File: src/hw/dic_pkg.sv
package dic_pkg;

  localparam int NUM_INPUTS = 6;
  localparam int ASSIGN_W   = 3;
  localparam int SCHEME_W   = 2;
  localparam int FILTER_W   = 4;

  // Filter settle time and the cycle count derived from it at 25 MHz
  localparam int CLK_HZ       = 25_000_000;
  localparam int FILTER_NS    = 200;
  localparam int FILTER_COUNT = (FILTER_NS * (CLK_HZ / 1_000_000) + 999) / 1000;

  typedef enum logic [1:0] {
    DIC_SCHEME_RESTART  = 2'b00,
    DIC_SCHEME_RUN_DIR  = 2'b01,
    DIC_SCHEME_PULSE    = 2'b10,
    DIC_SCHEME_FWD_REV  = 2'b11
  } dic_scheme_t;

  localparam logic [1:0] SCHEME_RST      = 2'h3;
  localparam logic [2:0] FWD_ASSIGN_RST  = 3'h1;
  localparam logic [2:0] REV_ASSIGN_RST  = 3'h2;
  localparam logic [2:0] FLIP_ASSIGN_RST = 3'h0;
  localparam logic [2:0] FAULT_ASSIGN_RST = 3'h0;
  localparam logic [2:0] SPEED1_ASSIGN   = 3'h3;
  localparam logic [2:0] SPEED2_ASSIGN   = 3'h4;
  localparam logic [2:0] ACK_ASSIGN      = 3'h5;
  localparam logic [2:0] REG_BLOCK_ASSIGN = 3'h6;

  // Fixed speed codes: 0 none, 1 = 10 Hz, 2 = 15 Hz, 3 = 20 Hz
  localparam logic [1:0] SPEED_NONE  = 2'h0;

endpackage

File: src/hw/dic_decoder.sv
`timescale 1ns/1ps
`default_nettype none
module dic_decoder
  import dic_pkg::*;
#(
  parameter int FILTER_CYCLES = FILTER_COUNT
) (
  input  wire logic                   CLK_IN,
  input  wire logic                   RST_IN,
  input  wire logic                   CE_IN,
  input  wire logic [NUM_INPUTS-1:0]  INPUTS_IN,
  input  wire logic [SCHEME_W-1:0]    START_STOP_SCHEME_IN,
  input  wire logic [ASSIGN_W-1:0]    FORWARD_START_ASSIGN_IN,
  input  wire logic [ASSIGN_W-1:0]    STOP_REVERSE_ASSIGN_IN,
  input  wire logic [ASSIGN_W-1:0]    DIRECTION_FLIP_ASSIGN_IN,
  input  wire logic [ASSIGN_W-1:0]    EXT_FAULT_NO_ASSIGN_IN,
  input  wire logic                   AUTO_RESTART_SETTING_IN,
  input  wire logic                   DRIVE_FAULT_IN,
  output logic                        RUN_OUT,
  output logic                        REVERSE_OUT,
  output logic                        FAULT_OUT,
  output logic [1:0]                  FIXED_SPEED_OUT,
  output logic                        REGULATOR_BLOCK_OUT
);

  logic [NUM_INPUTS-1:0] sync1;
  logic [NUM_INPUTS-1:0] sync2;
  logic [NUM_INPUTS-1:0] level;
  logic [NUM_INPUTS-1:0] level_d;
  logic [NUM_INPUTS-1:0] rise;
  logic                  pulse_run;
  logic                  run_allowed;
  logic                  fault;

  // Assignment decode: 0 disables, n picks input n
  // Code seven reads as off, never as an input
  function automatic logic pick(input logic [NUM_INPUTS-1:0] v, input logic [ASSIGN_W-1:0] a);
    logic r;
    r = 1'b0;
    if (a != 3'h0 && a <= 3'h6) begin
      r = v[a - 3'h1];
    end
    return r;
  endfunction

  // Two flops, since pins may move at any time
  always_ff @(posedge CLK_IN or posedge RST_IN) begin
    if (RST_IN) begin
      sync1 <= '0;
      sync2 <= '0;
    end else if (CE_IN) begin
      sync1 <= INPUTS_IN;
      sync2 <= sync1;
    end
  end

  // Filter each input; a bounce shorter than the window is ignored
  genvar gi;
  generate
    for (gi = 0; gi < NUM_INPUTS; gi++) begin : g_filt
      logic [FILTER_W-1:0] cnt;
      always_ff @(posedge CLK_IN or posedge RST_IN) begin
        if (RST_IN) begin
          cnt        <= '0;
          level[gi]  <= 1'b0;
        end else if (CE_IN) begin
          if (sync2[gi] == level[gi]) begin
            cnt <= '0;
          end else if (cnt >= FILTER_W'(FILTER_CYCLES - 1)) begin
            cnt       <= '0;
            level[gi] <= sync2[gi];
          end else begin
            cnt <= cnt + 1'b1;
          end
        end
      end
    end
  endgenerate

  // Delayed level for edge detection
  always_ff @(posedge CLK_IN or posedge RST_IN) begin
    if (RST_IN) begin
      level_d <= '0;
    end else if (CE_IN) begin
      level_d <= level;
    end
  end

  assign rise = level & ~level_d;

  // Function levels and edges after assignment decode
  logic fwd_lvl;
  logic rev_lvl;
  logic fwd_rise;
  logic rev_rise;
  logic flip_lvl;
  logic fault_rise;
  logic ack_rise;

  assign fwd_lvl    = pick(level, FORWARD_START_ASSIGN_IN);
  assign rev_lvl    = pick(level, STOP_REVERSE_ASSIGN_IN);
  assign fwd_rise   = pick(rise, FORWARD_START_ASSIGN_IN);
  assign rev_rise   = pick(rise, STOP_REVERSE_ASSIGN_IN);
  assign flip_lvl   = pick(level, DIRECTION_FLIP_ASSIGN_IN);
  assign fault_rise = pick(rise, EXT_FAULT_NO_ASSIGN_IN);
  assign ack_rise   = pick(rise, ACK_ASSIGN);

  // Pulse start/stop latch; stop wins when both arrive together
  always_ff @(posedge CLK_IN or posedge RST_IN) begin
    if (RST_IN) begin
      pulse_run <= 1'b0;
    end else if (CE_IN) begin
      if (START_STOP_SCHEME_IN != DIC_SCHEME_PULSE || rev_rise) begin
        pulse_run <= 1'b0;
      end else if (fwd_rise) begin
        pulse_run <= 1'b1;
      end
    end
  end

  // Fault flag: a new fault wins over an acknowledge in the same cycle
  always_ff @(posedge CLK_IN or posedge RST_IN) begin
    if (RST_IN) begin
      fault <= 1'b0;
    end else if (CE_IN) begin
      if (fault_rise || DRIVE_FAULT_IN) begin
        fault <= 1'b1;
      end else if (ack_rise) begin
        fault <= 1'b0;
      end else if (START_STOP_SCHEME_IN == DIC_SCHEME_RESTART && AUTO_RESTART_SETTING_IN) begin
        fault <= 1'b0;
      end
    end
  end

  // After a fault, schemes 1 to 3 need a fresh rising edge, or both direction inputs released, to run again
  always_ff @(posedge CLK_IN or posedge RST_IN) begin
    if (RST_IN) begin
      run_allowed <= 1'b0;
    end else if (CE_IN) begin
      if (fault) begin
        run_allowed <= 1'b0;
      end else if (START_STOP_SCHEME_IN == DIC_SCHEME_RESTART) begin
        run_allowed <= 1'b1;
      end else if (fwd_rise || rev_rise || !(fwd_lvl || rev_lvl)) begin
        run_allowed <= 1'b1;
      end
    end
  end

  // Run and direction ahead of the output flops
  logic       next_run;
  logic       next_rev;
  logic [1:0] next_speed;

  always_comb begin
    next_run = 1'b0;
    next_rev = 1'b0;
    case (START_STOP_SCHEME_IN)
      DIC_SCHEME_RESTART, DIC_SCHEME_FWD_REV: begin
        next_run = fwd_lvl ^ rev_lvl;
        next_rev = rev_lvl & ~fwd_lvl;
      end
      DIC_SCHEME_RUN_DIR: begin
        next_run = fwd_lvl;
        next_rev = rev_lvl;
      end
      default: begin
        next_run = pulse_run;
        next_rev = 1'b0;
      end
    endcase
    next_run   = next_run & run_allowed & ~fault;
    next_rev   = next_rev ^ flip_lvl;
    next_speed = {pick(level, SPEED2_ASSIGN), pick(level, SPEED1_ASSIGN)};
  end

  always_ff @(posedge CLK_IN or posedge RST_IN) begin
    if (RST_IN) begin
      RUN_OUT     <= 1'b0;
      REVERSE_OUT <= 1'b0;
    end else if (CE_IN) begin
      RUN_OUT     <= next_run;
      REVERSE_OUT <= next_rev;
    end
  end

  // Fault shown a cycle after the flag, so it never leads the run drop
  always_ff @(posedge CLK_IN or posedge RST_IN) begin
    if (RST_IN) begin
      FAULT_OUT <= 1'b0;
    end else if (CE_IN) begin
      FAULT_OUT <= fault;
    end
  end

  always_ff @(posedge CLK_IN or posedge RST_IN) begin
    if (RST_IN) begin
      FIXED_SPEED_OUT     <= SPEED_NONE;
      REGULATOR_BLOCK_OUT <= 1'b0;
    end else if (CE_IN) begin
      FIXED_SPEED_OUT     <= next_speed;
      REGULATOR_BLOCK_OUT <= pick(level, REG_BLOCK_ASSIGN);
    end
  end

endmodule
`default_nettype wire

File: config.mk
export PLATFORM = sky130hd
export DESIGN_NAME = dic_decoder
export DESIGN_NICKNAME = d
export VERILOG_FILES = /design/src/hw/dic_pkg.sv /design/src/hw/dic_decoder.sv
export SDC_FILE = /design/constraint.sdc
export NUM_CORES = 1
export LEC_CHECK = 0
export ABC_AREA = 1
export BUFFER_PORTS_ARGS = -buffer_cell sky130_fd_sc_hd__buf_2
export CAP_MARGIN = 20
export CORE_ASPECT_RATIO = 0.7
export CORE_UTILIZATION = 63
export DETAILED_ROUTE_END_ITERATION = 7
export PLACE_DENSITY = 0.84
export SETUP_SLACK_MARGIN = 0.2
export SLEW_MARGIN = 25
export SYNTH_ARGS = -nofsm -noshare
export SYNTH_HDL_FRONTEND = slang
export SYNTH_SLANG_ARGS = --single-unit
File: constraint.sdc
create_clock -name CLK_IN -period 3.3 [get_ports CLK_IN]
set_clock_uncertainty 0.05 [all_clocks]
set_input_delay 0.66 -clock CLK_IN [delete_from_list [all_inputs] [get_ports CLK_IN]]
set_output_delay 0.66 -clock CLK_IN [all_outputs]
set_load 0.05 [all_outputs]
==> results by group <==
Power and ir drop
  – VDD IR-drop max: 0.362 mV
  – Internal: 1.23 mW
  – Sw Ratio: 39.7%
  – Leakage power: 1.79 nW
  – Pwr dens: 608 nW/um2
  – Sequential share of power: 47.8%
  – Combinational share of power: 33.9%
  – Net load switching power: 0.812 mW
  – Clock share of power: 18.3%

Critical path
  – Crit-path cells: buf_2 -> inv_2 -> ha_1 -> inv_1 -> a21oi_1 -> o21ai_0 -> o21ai_0 -> nand2_1 -> nand2_1 -> ha_1 -> nor3_1 -> nand3_1 -> nand3_1 -> nand2_1
  – Delay of the slowest critical-path stage: 0.35 ns
  – Critical Path Start Type: input port
  – Crit path max fanout: 10
  – Critical path's most frequent cell: nand2_1
  – R2r setup slk: 1.46 ns
  – Data required time at the worst endpoint: 3.44 ns
  – Start of the worst register-to-register path: level[4]
  – Slowest CP cell: ha_1
  – Crit. Startpoint: FORWARD_START_ASSIGN_IN[0]
  – Worst setup path category: in -> reg
  – Crit path DAT: 2.37 ns
  – RR Endpoint: run_allowed
  – Reg2Reg Depth: 10
  – Worst setup EP type: register

GRT
  – Total gr overflow: 0
  – First-pass GRT wire length: 10.5 mm
  – Initial antenna violation count: 0
  – Vias in the first global route: 2254
  – Global-route usage over all layers: 26.4%
  – Largest net degree at the start of global routing: 46

Timing
  – Endpoints failing hold: 0
  – Final setup violation count: 0
  – Post-layout min period: 2.23 ns
  – Headroom to the max-slew limit: 54.2%
  – Tcrit/Tclk final: 67.6%
  – Setup TNS: 0 ns
  – Final hold slack: 0.353 ns
  – Actual slew at the worst max-slew pin: 0.686 ns
  – Slew Limit Fails: 0
  – Max Fclk: 448 MHz
  – Unrepaired setup endpoints after global routing: false

Route
  – Final WL: 6.18 mm
  – Met3 Wirelength: 350 um
  – Metal-1 WL: 3.18 mm
  – Routed wire length on met2: 2.63 mm
  – Number of detailed-route iterations in the first pass: 5
  – 1st-iter DRT viols: 208
  – # DRC: 0
  – WL/cell: 12.6 um
  – Vias/cell: 5.22
  – Max layer used: met4
  – Post-DRT Antenna Nets: 0
  – Via Count: 2569

Logic synthesis
  – Post-synth net total: 446
  – Library cells used by synthesis: 27
  – Syn. warnings: 0
  – Largest family of logic cells by synthesized area: simple AND/OR/NAND/NOR gates
  – Post-synthesis sequential area ratio: 43.7%
  – Synth Instances: 398
  – XOR/XNOR share of the synthesized area: 1.41%
  – Compound-Gate Fraction of Synth Area: 13.9%
  – Synth Area in Adders: 9.30%
  – Synth Cell Area: 3100 um2
  – Post-Syn Area per Cell: 7.78 um2
  – Simple-gate share of the synthesized area: 21.8%
  – Synthesized flop and latch total: 54
  – Multiplexer share of the synthesized area: 0.364%

Final layout
  – Layout filler cell count: 352
  – Most common cell after layout, fill and taps aside: nand2_1
  – Finished Core Util: 74.2%
  – Nets: 473
  – N_diodes: 0
  – Share of cells above drive strength 1: 12.9%
  – Area Growth Syn to Fin: 8.61%
  – Commonest non-fill, non-tap cells in the layout: 113 x nand2_1, 54 x dfrtp_1, 51 x inv_1, 46 x o21ai_0, 30 x buf_2

Clock network
  – Clock root cell: clkbuf_8
  – Sink Count: 54
  – H-tree depth: 2
  – CTS tree: yes
  – Clock Latency Late Sink: 0.30 ns
  – Deepest clock path buffer count: 2
  – Hold-fix buffers, CTS: 0
  – Total setup buffers inserted after CTS: 0
  – Worst-path clk slew: 0.09 ns
  – # resized after CTS: 0
  – Inserted Clock Buffers: 5

Die
  – Core area: 4530 um2
  – Die area: 5200 um2
  – Starting Density: 68.3%
  – Die height: 60.6 um
  – I/O Pins: 31
  – # rows: 20
  – Die W: 85.8 um

Min path
  – Hold Path Class: in -> async

Placement
  – Gpl congestion: 0.999
  – PortBufs: 30
  – HPWL after DPL: 4.58 mm

Run
  – Max_cap viols: 0

Status
  – Status: completed
[cell usage after synthesis]
master     count  area share, %
xnor2_1        2           0.57
a21oi_2        2           0.57
nand3_2        1           0.32
nor2_8         1           0.65
buf_2          2           0.32
o211ai_1       3           0.73
mux2_2         1           0.36
clkbuf_8       1           0.44
o21ai_1        7            1.1
a21oi_1       15            2.4
nand2_2        1           0.20
nor2_2         2           0.40
buf_4          4           0.97
inv_1         52            6.3
inv_2          7           0.85
clkbuf_1       5           0.61
nor3_1         1           0.16
ha_1          23            9.3
o22ai_1        2           0.40
nand2_1      113             14
nand3_1       23            3.7
dfrtp_1       54             44
o21ai_0       46            7.4
nor2_1        22            2.7
o2111ai_1      1           0.28
xor2_1         3           0.85
o31ai_1        4           0.97
[cell families after synthesis]
family,Yosys count
compound gates,80
simple gates,164
fa+ha+maj,23
buf+inv,71
xor+xnor,5
flops,54
mux,1
[worst max path at each step]
| stage | to | slack, ns | cells past startpoint |
|---|---|---|---|
| finish | run_allowed | 1.07 | 14 |
| global route | run_allowed | 0.85 | 15 |
| CTS | RUN_OUT | 1.08 | 14 |
| detailed placement | RUN_OUT | 0.76 | 14 |
| global placement | RUN_OUT | 0.83 | 14 |
| floorplan | RUN_OUT | 0.94 | 12 |
[power groups by stage]
| stage | logic, mW | registers [mW] | clock network [mW] |
|---|---|---|---|
| finish | 0.693 | 0.977 | 0.373 |
| global route | 0.793 | 1.00 | 0.408 |
| CTS | 0.691 | 0.974 | 0.377 |
| detailed placement | 0.689 | 0.986 | 0 |
| global placement | 0.659 | 0.980 | 0 |
| floorplan | 0.502 | 0.978 | 0 |
[per-layer routing]
layer	GRT usage, %	vias up
met5	0	-
met4	5.24	0
met3	5.31	4
met2	39.5	58
met1	40.7	1188
li1	-	1319
[flip-flops by register name, summed over array words and instances (netlist names), 6 cells and up]
| name | flops |
|---|---|
| level | 6 |
| sync2 | 6 |
| g_filt.cnt | 24 |
| sync1 | 6 |
| level_d | 6 |
[critical path: cells and delay by family]
kind / cells / cell delay, ns
and+or+nand+nor: 6 / 0.57
adders and majority gates: 2 / 0.55
buffers and inverters: 3 / 0.35
AOI/OAI and AO/OA: 3 / 0.24
[stage by stage]
step	power, mW	worst slack [ns]	instances	cell area, um2
2_1_floorplan	1.48	0.938	398	3100
3_3_place_gp	1.64	0.835	484	3270
3_5_place_dp	1.67	0.760	484	3270
4_1_cts	2.04	1.08	492	3360
5_1_grt	2.20	0.854	492	3360
6_report	2.04	1.07	492	3360
[cell type report]
cell class | count | area, um2 | area share, %
tap | 66 | 82.6 | 2.46
inverter | 59 | 221 | 6.59
clock buffer | 7 | 86.3 | 2.57
clock inverter | 1 | 5.00 | 0.149
sequential | 54 | 1350 | 40.2
timing repair buffer | 32 | 165 | 4.91
multi-input combinational | 273 | 1450 | 43.1
Power figures use the tool's default switching activity.
